File: src/verilog/lgde_map.svh
// offsets, fields, reset values, opcodes and cycle counts of the load unit
`ifndef LGDE_MAP_SVH
`define LGDE_MAP_SVH

// register byte offsets on the wishbone port
`define LGDE_OFF_CTRL      8'h00
`define LGDE_OFF_STAT      8'h04
`define LGDE_OFF_PC        8'h08
`define LGDE_OFF_REGS      8'h10

// control and status field positions
`define LGDE_CTRL_RUN      0
`define LGDE_CTRL_RESUME   1
`define LGDE_STAT_HALT     0
`define LGDE_STAT_BUSY     1
`define LGDE_STAT_CC_LO    2

// reset values
`define LGDE_PC_RST        15'h0000
`define LGDE_REG_RST       8'h00
`define LGDE_CC_RST        2'h0

// whole-byte opcodes and group codes (first byte bits 7..2)
`define LGDE_OP_HALT       8'h40
`define LGDE_OP_NOP        8'hc0
`define LGDE_OP_CLR_UPPER  8'h74
`define LGDE_OP_CLR_LOWER  8'h75
`define LGDE_OP_R0_ALIAS   8'h60
`define LGDE_GRP_REG       6'h00
`define LGDE_GRP_IMM       6'h01
`define LGDE_GRP_REL       6'h02
`define LGDE_GRP_ABS       6'h03

// index control codes
`define LGDE_IC_NONE       2'h0
`define LGDE_IC_INC        2'h1
`define LGDE_IC_DEC        2'h2

// condition flag codes
`define LGDE_CC_ZERO       2'h0
`define LGDE_CC_POS        2'h1
`define LGDE_CC_NEG        2'h2

// clock periods per machine cycle, last phase index
`define LGDE_CLK_PER_MC    3
`define LGDE_PH_LAST       2'h2

// machine cycles per instruction
`define LGDE_MC_REG        4'h2
`define LGDE_MC_IMM        4'h2
`define LGDE_MC_REL        4'h3
`define LGDE_MC_ABS        4'h4
`define LGDE_MC_IND        4'h2

`endif

File: src/verilog/lgde_pkg.sv
// types shared by the load group decode and execute unit
`default_nettype none
package lgde_pkg;

  // sequencer states, one machine cycle each apart from idle and halted
  typedef enum logic [3:0] {
    ST_IDLE   = 4'b0000,
    ST_FETCH0 = 4'b0001,
    ST_FETCH1 = 4'b0010,
    ST_FETCH2 = 4'b0011,
    ST_IND_HI = 4'b0100,
    ST_IND_LO = 4'b0101,
    ST_DATA   = 4'b0110,
    ST_EXEC   = 4'b0111,
    ST_HALTED = 4'b1000
  } lgde_state_t;

  // decoded instruction kinds
  typedef enum logic [3:0] {
    K_LOAD_REG    = 4'b0000,
    K_LOAD_IMM    = 4'b0001,
    K_LOAD_REL    = 4'b0010,
    K_LOAD_ABS    = 4'b0011,
    K_NOP         = 4'b0100,
    K_HALT        = 4'b0101,
    K_R0_ALIAS    = 4'b0110,
    K_STATUS      = 4'b0111,
    K_OTHER       = 4'b1000
  } lgde_kind_t;

endpackage
`default_nettype wire
File: src/verilog/lgde_core.sv
// load group sequencer, register bank and wishbone register port
//
// The Wishbone interface to the registers and the register addresses were left to the implementer.
`default_nettype none
`timescale 1ns/1ns
`include "lgde_map.svh"
// Overview of operation
// (RULE1) halt and status ops match whole byte
// (RULE2) store r0-to-r0 code acts as no-op
// (RULE3) and r0-with-r0 code acts as halt
// (RULE4) register load copies into r0, two cycles
// (RULE5) software avoids byte 00, uses 60 instead
// (RULE6) immediate load writes second byte, two cycles
// (RULE7) relative load from next-address plus displacement
// (RULE8) absolute load reads effective address, four cycles
// (RULE9) indexed absolute load targets register zero
// (RULE10) flags follow loaded value sign and zero
// (RULE11) bits 7..2 select group, 1..0 register
// (RULE12) seven-bit signed displacement, top bit indirect
// (RULE13) index control: none, pre-inc, pre-dec, plain
// (RULE14) indirection adds two cycles, one level
// (RULE15) pointer is fifteen bits, index added after
module lgde_core
  import lgde_pkg::*;
#(
  parameter int NUM_REGS = 4
) (
  input  wire logic        clk_sys_in,
  input  wire logic        nrst_in,
  input  wire logic        ce_in,
  input  wire logic [7:0]  wb_adr_in,
  input  wire logic [31:0] wb_dat_in,
  output logic [31:0]      wb_dat_out,
  input  wire logic        wb_we_in,
  input  wire logic [3:0]  wb_sel_in,
  input  wire logic        wb_cyc_in,
  input  wire logic        wb_stb_in,
  output logic             wb_ack_out,
  output logic [14:0]      mem_addr_out,
  output logic             mem_rd_out,
  input  wire logic [7:0]  mem_data_in
);

  // the register field is two bits wide, so exactly four registers
  if (NUM_REGS != 4) begin : g_bad_regs
    $error("lgde_core: NUM_REGS must be 4");
  end

  lgde_state_t st_reg;           // sequencer state
  lgde_state_t st_next;
  logic [1:0]  ph_reg;           // clock phase inside machine cycle
  logic [3:0]  mc_cnt_reg;       // machine cycles of current instruction
  logic [14:0] pc_reg;           // next instruction byte
  logic [14:0] pc_next;
  logic [14:0] addr_reg;         // memory address pins
  logic [14:0] addr_next;
  logic        rd_reg;           // memory read strobe
  logic        rd_next;
  logic [7:0]  op_reg;           // first byte
  logic [7:0]  b1_reg;           // second byte
  logic [7:0]  ptr_hi_reg;       // upper pointer byte
  logic [14:0] ea_reg;           // pointer or operand address
  logic [14:0] ea_next;
  logic [7:0]  regs_reg [4];     // general registers r0..r3
  logic [1:0]  cc_reg;           // condition flags
  logic        run_en_reg;       // software run enable
  logic        ack_reg;          // bus acknowledge
  logic [31:0] rdat_reg;         // bus read data
  logic        reg_we;           // engine register write
  logic [1:0]  reg_idx;
  logic [7:0]  reg_val;
  logic        load_wr;          // register write that sets flags
  logic        instr_done;
  logic [14:0] ea_base;
  logic [7:0]  ea_off;
  logic        ea_sign;
  logic [14:0] ea_sum;
  lgde_kind_t  dec_kind;
  logic [1:0]  dec_sel;

  // first byte comes straight from memory during its own fetch
  wire [7:0]  dec_op   = (st_reg == ST_FETCH0) ? mem_data_in : op_reg;
  wire        running  = (st_reg != ST_IDLE) && (st_reg != ST_HALTED);
  wire        mc_end   = (ph_reg == `LGDE_PH_LAST);
  wire        adv      = ce_in & (mc_end | ~running);
  wire        reg_we_g = reg_we & adv;
  wire        load_g   = load_wr & adv;
  wire        done_g   = instr_done & adv;
  wire [14:0] pc_inc   = {pc_reg[14:13], pc_reg[12:0] + 13'h0001};
  wire [1:0]  ic_now   = (st_reg == ST_FETCH1) ? mem_data_in[6:5]
                                               : b1_reg[6:5];
  // (RULE13) any nonzero index control means indexed
  wire        idx_en   = (dec_kind == K_LOAD_ABS) && (ic_now != `LGDE_IC_NONE);
  wire [7:0]  idx_val  = regs_reg[dec_sel];
  wire [1:0]  cc_of    = (reg_val == 8'h00) ? `LGDE_CC_ZERO :
                         reg_val[7] ? `LGDE_CC_NEG : `LGDE_CC_POS;

  // bus decode
  wire [7:0]  adr_w    = {wb_adr_in[7:2], 2'b00};
  wire        hit_ctrl = (adr_w == `LGDE_OFF_CTRL);
  wire        hit_stat = (adr_w == `LGDE_OFF_STAT);
  wire        hit_pc   = (adr_w == `LGDE_OFF_PC);
  wire        hit_reg  = (adr_w[7:4] == 4'(`LGDE_OFF_REGS >> 4));
  wire        bus_req  = wb_cyc_in & wb_stb_in;
  // writes land on the edge where ack is seen
  wire        bus_wr   = bus_req & wb_we_in & ack_reg;
  wire        resume_wr = bus_wr & hit_ctrl & wb_sel_in[0]
                          & wb_dat_in[`LGDE_CTRL_RESUME];
  // program state only writable while the engine is stopped
  wire        bus_pc_wr  = bus_wr & hit_pc & ~running;
  wire        bus_reg_wr = bus_wr & hit_reg & wb_sel_in[0] & ~running;
  wire [31:0] rd_ctrl  = {31'h0, run_en_reg};
  wire [31:0] rd_stat  = {28'h0, cc_reg, running, st_reg == ST_HALTED};
  wire [31:0] rd_pc    = {17'h0, pc_reg};
  wire [31:0] rd_regs  = {24'h0, regs_reg[wb_adr_in[3:2]]};
  // unmapped offsets read zero
  wire [31:0] rd_mux   = ({32{hit_ctrl}} & rd_ctrl) | ({32{hit_stat}} & rd_stat)
                       | ({32{hit_pc}} & rd_pc) | ({32{hit_reg}} & rd_regs);

  lgde_decode u_decode (
    .op_in    (dec_op),
    .kind_out (dec_kind),
    .sel_out  (dec_sel)
  );

  lgde_ea_calc u_ea (
    .base_in (ea_base),
    .off_in  (ea_off),
    .sign_in (ea_sign),
    .ea_out  (ea_sum)
  );

  // next-state, address and write selection for one machine cycle
  always_comb begin
    st_next    = st_reg;
    pc_next    = pc_reg;
    addr_next  = addr_reg;
    rd_next    = rd_reg;
    ea_next    = ea_reg;
    reg_we     = 1'b0;
    load_wr    = 1'b0;
    reg_idx    = dec_sel;
    reg_val    = mem_data_in;
    instr_done = 1'b0;
    // (RULE12) signed seven-bit displacement
    ea_base    = pc_inc;
    ea_off     = {mem_data_in[6], mem_data_in[6:0]};
    ea_sign    = 1'b1;
    unique case (st_reg)
      ST_IDLE: begin
        if (run_en_reg) begin
          st_next   = ST_FETCH0;
          addr_next = pc_reg;
          rd_next   = 1'b1;
        end
      end
      ST_HALTED: begin
        // leaves only on a software resume
        if (resume_wr) begin
          st_next = ST_IDLE;
        end
      end
      ST_FETCH0: begin
        pc_next   = pc_inc;
        addr_next = pc_inc;
        if ((dec_kind == K_LOAD_IMM) || (dec_kind == K_LOAD_REL) ||
            (dec_kind == K_LOAD_ABS) || (dec_kind == K_STATUS)) begin
          st_next = ST_FETCH1;
        end else begin
          st_next = ST_EXEC;
          rd_next = 1'b0;
        end
      end
      ST_FETCH1: begin
        pc_next   = pc_inc;
        addr_next = pc_inc;
        if (dec_kind == K_LOAD_IMM) begin
          // (RULE6) second byte into register
          reg_we     = 1'b1;
          load_wr    = 1'b1;
          instr_done = 1'b1;
        end else if (dec_kind == K_LOAD_REL) begin
          // (RULE7) next address plus displacement
          ea_next   = ea_sum;
          addr_next = ea_sum;
          // (RULE12) top bit asks for indirection
          st_next   = mem_data_in[7] ? ST_IND_HI : ST_DATA;
        end else if (dec_kind == K_LOAD_ABS) begin
          st_next = ST_FETCH2;
          // (RULE13) pre-increment or pre-decrement index
          if (idx_en && (ic_now != 2'h3)) begin
            reg_we  = 1'b1;
            reg_val = (ic_now == `LGDE_IC_INC) ? idx_val + 8'h01
                                               : idx_val - 8'h01;
          end
        end else begin
          // status ops: mask byte fetched, no effect here
          instr_done = 1'b1;
        end
      end
      ST_FETCH2: begin
        pc_next = pc_inc;
        ea_base = {pc_reg[14:13], b1_reg[4:0], mem_data_in};
        ea_off  = idx_en ? idx_val : 8'h00;
        ea_sign = 1'b0;
        // (RULE15) index waits until the pointer is fetched
        if (b1_reg[7]) begin
          ea_next   = ea_base;
          addr_next = ea_base;
          st_next   = ST_IND_HI;
        end else begin
          // (RULE8) indexed or plain operand address
          ea_next   = ea_sum;
          addr_next = ea_sum;
          st_next   = ST_DATA;
        end
      end
      ST_IND_HI: begin
        // (RULE14) single level, two extra cycles
        addr_next = ea_reg + 15'h0001;
        st_next   = ST_IND_LO;
      end
      ST_IND_LO: begin
        // (RULE15) top pointer bit dropped, index added
        ea_base   = {ptr_hi_reg[6:0], mem_data_in};
        ea_off    = idx_en ? idx_val : 8'h00;
        ea_sign   = 1'b0;
        ea_next   = ea_sum;
        addr_next = ea_sum;
        st_next   = ST_DATA;
      end
      ST_DATA: begin
        // (RULE9) indexed absolute loads land in r0
        reg_idx    = idx_en ? 2'h0 : dec_sel;
        reg_we     = 1'b1;
        load_wr    = 1'b1;
        instr_done = 1'b1;
      end
      ST_EXEC: begin
        instr_done = 1'b1;
        // (RULE4) register copied into r0
        if ((dec_kind == K_LOAD_REG) || (dec_kind == K_R0_ALIAS)) begin
          reg_idx = 2'h0;
          reg_val = (dec_kind == K_R0_ALIAS) ? regs_reg[0] : idx_val;
          reg_we  = 1'b1;
          load_wr = 1'b1;
        end
      end
      default: begin
        st_next = ST_IDLE;
        rd_next = 1'b0;
      end
    endcase
    if (instr_done) begin
      addr_next = pc_next;
      // (RULE3) halt code stops the sequencer
      if (dec_kind == K_HALT) begin
        st_next = ST_HALTED;
        rd_next = 1'b0;
      end else begin
        st_next = run_en_reg ? ST_FETCH0 : ST_IDLE;
        rd_next = run_en_reg;
      end
    end
  end

  // sequencer and address registers
  always_ff @(posedge clk_sys_in) begin
    if (!nrst_in) begin
      st_reg   <= ST_IDLE;
      ph_reg   <= 2'h0;
      addr_reg <= `LGDE_PC_RST;
      rd_reg   <= 1'b0;
      ea_reg   <= `LGDE_PC_RST;
    end else if (ce_in) begin
      ph_reg <= (mc_end | ~running) ? 2'h0 : ph_reg + 2'h1;
      if (adv) begin
        st_reg   <= st_next;
        addr_reg <= addr_next;
        rd_reg   <= rd_next;
        ea_reg   <= ea_next;
      end
    end
  end

  // instruction bytes captured at the end of their fetch
  always_ff @(posedge clk_sys_in) begin
    if (!nrst_in) begin
      op_reg     <= 8'h00;
      b1_reg     <= 8'h00;
      ptr_hi_reg <= 8'h00;
    end else if (adv) begin
      if (st_reg == ST_FETCH0) op_reg <= mem_data_in;
      if (st_reg == ST_FETCH1) b1_reg <= mem_data_in;
      if (st_reg == ST_IND_HI) ptr_hi_reg <= mem_data_in;
    end
  end

  // program counter, flags and machine cycle count
  always_ff @(posedge clk_sys_in) begin
    if (!nrst_in) begin
      pc_reg     <= `LGDE_PC_RST;
      cc_reg     <= `LGDE_CC_RST;
      mc_cnt_reg <= 4'h0;
    end else if (ce_in) begin
      if (bus_pc_wr) begin
        pc_reg <= {wb_sel_in[1] ? wb_dat_in[14:8] : pc_reg[14:8],
                   wb_sel_in[0] ? wb_dat_in[7:0] : pc_reg[7:0]};
      end else if (adv) begin
        pc_reg <= pc_next;
      end
      // (RULE10) flags from the loaded value
      if (load_g) cc_reg <= cc_of;
      if (adv && running) mc_cnt_reg <= instr_done ? 4'h0 : mc_cnt_reg + 4'h1;
    end
  end

  // register bank, one process per entry; engine and bus never overlap
  for (genvar i = 0; i < 4; i++) begin : g_regs
    always_ff @(posedge clk_sys_in) begin
      if (!nrst_in) begin
        regs_reg[i] <= `LGDE_REG_RST;
      end else if (ce_in) begin
        if (reg_we_g && (reg_idx == 2'(i))) begin
          regs_reg[i] <= reg_val;
        end else if (bus_reg_wr && (wb_adr_in[3:2] == 2'(i))) begin
          regs_reg[i] <= wb_dat_in[7:0];
        end
      end
    end
  end

  // wishbone slave: one wait state, ack drops after one cycle
  always_ff @(posedge clk_sys_in) begin
    if (!nrst_in) begin
      ack_reg    <= 1'b0;
      rdat_reg   <= 32'h0000_0000;
      run_en_reg <= 1'b0;
    end else if (ce_in) begin
      ack_reg <= bus_req & ~ack_reg;
      if (bus_req & ~ack_reg) rdat_reg <= rd_mux;
      if (bus_wr & hit_ctrl & wb_sel_in[0]) begin
        run_en_reg <= wb_dat_in[`LGDE_CTRL_RUN];
      end
    end
  end

  assign wb_ack_out   = ack_reg;
  assign wb_dat_out   = rdat_reg;
  assign mem_addr_out = addr_reg;
  assign mem_rd_out   = rd_reg;
endmodule
`default_nettype wire

File: src/verilog/lgde_decode.sv
// first-byte decoder of the load group
`default_nettype none
`timescale 1ns/1ns
`include "lgde_map.svh"
module lgde_decode
  import lgde_pkg::*;
(
  input  wire logic [7:0] op_in,
  output lgde_kind_t      kind_out,
  output logic [1:0]      sel_out
);

  // whole-byte matches; these take priority over group fields
  wire is_halt   = (op_in == `LGDE_OP_HALT);
  // (RULE2) store r0-to-r0 code decodes as no-op
  wire is_nop    = (op_in == `LGDE_OP_NOP);
  wire is_alias  = (op_in == `LGDE_OP_R0_ALIAS);
  wire is_status = (op_in == `LGDE_OP_CLR_UPPER) |
                   (op_in == `LGDE_OP_CLR_LOWER);
  wire [5:0] grp = op_in[7:2];

  // (RULE11) register field always bits 1..0
  assign sel_out = op_in[1:0];

  // kind selection, full-byte codes first
  always_comb begin
    // (RULE1) whole byte compare
    if (is_halt) begin
      kind_out = K_HALT;
    end else if (is_nop) begin
      kind_out = K_NOP;
    end else if (is_alias) begin
      kind_out = K_R0_ALIAS;
    end else if (is_status) begin
      kind_out = K_STATUS;
    end else begin
      // (RULE11) group from bits 7..2
      unique case (grp)
        `LGDE_GRP_REG: kind_out = K_LOAD_REG;
        `LGDE_GRP_IMM: kind_out = K_LOAD_IMM;
        `LGDE_GRP_REL: kind_out = K_LOAD_REL;
        `LGDE_GRP_ABS: kind_out = K_LOAD_ABS;
        default:       kind_out = K_OTHER;
      endcase
    end
  end

endmodule
`default_nettype wire

File: src/verilog/lgde_ea_calc.sv
// page-wrapped effective address adder
`default_nettype none
`timescale 1ns/1ns
module lgde_ea_calc (
  input  wire logic [14:0] base_in,
  input  wire logic [7:0]  off_in,
  input  wire logic        sign_in,
  output logic [14:0]      ea_out
);

  // offset widened; sign only for relative displacements
  wire [12:0] off_ext = {{5{sign_in & off_in[7]}}, off_in};
  // add stays inside the 8 KiB page, page bits pass through
  wire [12:0] low_sum = base_in[12:0] + off_ext;

  assign ea_out = {base_in[14:13], low_sum};

endmodule
`default_nettype wire

File: config.mk
export PLATFORM = sky130hd
export DESIGN_NAME = lgde_core
export DESIGN_NICKNAME = d
export VERILOG_FILES = /design/src/verilog/lgde_pkg.sv /design/src/verilog/lgde_core.sv /design/src/verilog/lgde_decode.sv /design/src/verilog/lgde_ea_calc.sv
export VERILOG_INCLUDE_DIRS = /design/src /design/src/verilog
export SDC_FILE = /design/constraint.sdc
export NUM_CORES = 1
export LEC_CHECK = 0
export BUFFER_PORTS_ARGS = -buffer_cell sky130_fd_sc_hd__buf_2
export CAP_MARGIN = 15
export CORE_MARGIN = 2
export CORE_UTILIZATION = 55
export CTS_BUF_LIST = sky130_fd_sc_hd__clkbuf_4
export DETAILED_ROUTE_END_ITERATION = 12
export PLACE_DENSITY_LB_ADDON = 0.1
export SLEW_MARGIN = 20
export SYNTH_ARGS = -nofsm -noshare
export SYNTH_HDL_FRONTEND = slang
export SYNTH_HIERARCHICAL = 1
export SYNTH_SLANG_ARGS = --single-unit
File: constraint.sdc
create_clock -name clk_sys_in -period 5 [get_ports clk_sys_in]
set_input_delay 0.5 -clock clk_sys_in [delete_from_list [all_inputs] [get_ports clk_sys_in]]
set_output_delay 0.5 -clock clk_sys_in [all_outputs]
set_load 0.05 [all_outputs]
==> results.yml <==
power_and_ir_drop:
  post-layout-total-power_mw: 2.33
  worst_ir_drop_vdd_mv: 0.205
  power_density_nw_per_um2: 226
  leakage_nw: 3.85
sta:
  final_max_slew_viol_count: 0
  timing.final.setup_violations: 0
  setup_ws_ns: 0.0588
  fmaxAchievable_mhz: 202
  tightest_slew_ns: 1.06
  finalHoldWorstSlack_ns: 0.169
  timing.clock.skew_ns: 0.0186
  rsz_0062_raised_after_global_routing: "true"
  layout_worst_path_cycle_share: 0.988
  timing_hold_violations_final: 0
  finalWorstPathRequiredPeriod_ns: 4.94
  timing.slew.headroom: 0.296
setup_path:
  maximum_fanout_along_the_worst_path: 8
  r2r_cells: 24
  critical_path.endpoint_type: "register"
  setup.worst_path.class: "reg2reg"
  worst-endpoint-required_ns: 5.46
  timing.critical_path.from_type: "register"
  worst-endpoint-arrival_ns: 5.40
logic_synthesis:
  yosys_most_used_dff: "dfxtp_1"
  ys_seq_elements: 126
  ys_warn_count: 6
  synthesized_instance_count: 1105
  synth_enable_flop_cells: 32
  netlist-cell-type-count: 83
  syn_area_um2: 8850
  synth-seq-area-share: 0.321
  synthesis.area_per_instance_um2: 8.01
  asyncSetResetFlopFracSynth: 0
clock_tree:
  tritoncts_num_sinks: 126
  clock_tree_from_tritoncts: "yes"
  cts_max_path_buffers: 2
  worst_skew_pair.late_latency_ns: 0.57
  ctsRootBufferMaster: "clkbuf_4"
  cts_made_buffers: 17
  cts.htree.levels: 4
  worst_setup_hold_path_clk_slew_ns: 0.12
  cts_hold_buffers: 0
drt:
  detail_route.drc_violations: 0
  routed-via-count: 8891
  drt_pre_antenna_iters: 6
  route.final.wire_length_um: 28300
  avgRoutedWirePerCell_um: 19.9
  vias_cell: 6.25
  drt_iter0_drc: 903
  antenna_left: 0
run:
  max_cap_viol_count: 0
final_layout:
  utilization: 0.652
  drive_gt1_frac: 0.221
  finish.net_count: 1270
  stdcell_count: 1422
  fillerInstances: 1413
  area_growth_pct: 16.7
  largest_reg_flops: 32
floorplan:
  floorplan.io_pins: 107
  die_area_um2: 17100
  floorplan.initialDensity: 0.559
  x_dimension_of_the_die_um: 131
  fp.coreArea_um2: 15800
  floorplan.rows: 46
  fp.dieH_um: 131
grt:
  first_global_vias: 7903
  global_route_wire_length_before_repair_um: 43500
  grt-ovfl-total: 0
  grt.total_usage: 0.333
  antenna_found_initial: 1
  pin_count_of_the_biggest_net_entering_global_routing: 73
place:
  dpl_worst_slack_ns: -0.127
  gp_congestion: 0.977
  io_buffer_count: 68
  dp.final_hpwl_um: 20800
  place_inst: 1381
outcome:
  outcome: "finished clean"
worst_hold_path:
  worstHoldPathCells: 3
  hold_path.class: "in2reg"
-- final cells by class --
| cell class | instances | area, µm² | area share |
|---|---|---|---|
| tap | 216 | 270 | 0.0262 |
| clock inverter | 14 | 226 | 0.0219 |
| antenna | 1 | 2.50 | 0.000242 |
| clock buffer | 18 | 135 | 0.0131 |
| timing repair buffer | 151 | 991 | 0.0960 |
| inverter | 26 | 97.6 | 0.00945 |
| sequential | 126 | 2850 | 0.276 |
| multi-input combinational | 870 | 5760 | 0.558 |
-- stage by stage --
stage | TNS, ns | area [µm²]
global route | -0.629 | 10300
global placement | -0.205 | 9660
CTS | 0 | 10100
floorplan | 0 | 8980
detailed placement | -0.432 | 9660
finish | 0 | 10300
-- per-layer routing --
layer	vias to the layer above	GRT usage	part of all wire
met4	0	0.133	0.034
met3	63	0.0533	0.089
met5	-	0	0
li1	4206	-	-
met1	4180	0.453	0.42
met2	442	0.534	0.46
-- final timing paths --
check,from,to,slack [ns]
max,st_reg[3]$_SDFFE_PN0P_,mem_addr_out[12]$_SDFFE_PN0P_,0.06
min,wb_dat_in[13],pc_reg[13]$_SDFFE_PN0P_,0.17
max reg2reg,st_reg[3]$_SDFFE_PN0P_,mem_addr_out[12]$_SDFFE_PN0P_,0.06
min reg2reg,mem_addr_out[2]$_SDFFE_PN0P_,mem_addr_out[2]$_SDFFE_PN0P_,0.46
-- cells in the mapped netlist (all sizes together) (8+ instances only) --
cell	count	area (µm²)
nand2	155	582
nor2	122	458
dfxtp	94	1880
a21oi	90	462
o21ai	70	354
clkbuf	57	215
nand3	43	215
buf	42	285
edfxtp	32	961
nor3	30	150
xnor2	29	254
inv	26	97.6
a221oi	20	188
ha	18	225
a311oi	17	155
mux4	16	360
a211oi	15	113
a22o	15	131
or3	15	93.8
xor2	15	131
a31oi	14	87.6
mux2i	14	140
mux2	11	124
nand2b	9	56.3
o22ai	9	56.3
nand4	8	56.3
nor2b	8	50.1
-- where the power goes --
part | internal, mW | leakage, nW | switching (mW)
sequential | 1.06 | 1.09 | 0.00982
clock | 0.462 | 0.185 | 0.445
combinational | 0.128 | 2.58 | 0.224
-- layout by cell type (no fill, tap or decap), types with 24 or more instances in the layout --
cell	count
nand2_1	152
nor2_1	122
dfxtp_1	92
a21oi_1	83
buf_4	78
buf_2	68
o21ai_0	51
nand3_1	42
edfxtp_1	32
nor3_1	28
xnor2_1	27
inv_1	24
-- logic make-up (layout without fill, tap and decap cells) --
kind of cell | count (synthesis) | in the layout | share of synthesized area
fa+ha+maj | 21 | 21 | 0.0311
compound gates | 317 | 317 | 0.240
simple gates | 430 | 430 | 0.226
xor+xnor | 44 | 44 | 0.0435
mux | 41 | 41 | 0.0706
buf+inv | 125 | 209 | 0.0676
flops | 126 | 126 | 0.321
other cells | 1 | 18 | 0.000424
-- worst max-delay path, cell delays in order, from the launching register on --
cell and delay (ns):
dfxtp_2 0.34, nand2b_4 0.15, nor3_4 0.21, buf_12 0.16
mux2_4 0.31, or4_1 0.51, a211o_1 0.32, nand2_2 0.07
and4bb_2 0.24, and3_4 0.18, nor2b_4 0.16, a22o_1 0.14
ha_2 0.18, inv_2 0.04, fa_2 0.35, nand2b_4 0.15
a21oi_4 0.13, buf_6 0.12, a21oi_4 0.07, mux2i_4 0.21
xnor2_2 0.19, a221oi_2 0.28, o221ai_1 0.14, o21ai_1 0.11
o21ai_1 0.07
-- what timing repair did --
item	CTS	global route
gates resized for setup	14	33
endpoints found under the setup margin	5	11
hold endpoints to repair	0	0
pin swaps	6	27
buffers inserted	1	7
No activity file was read; power rests on OpenSTA's default activity.
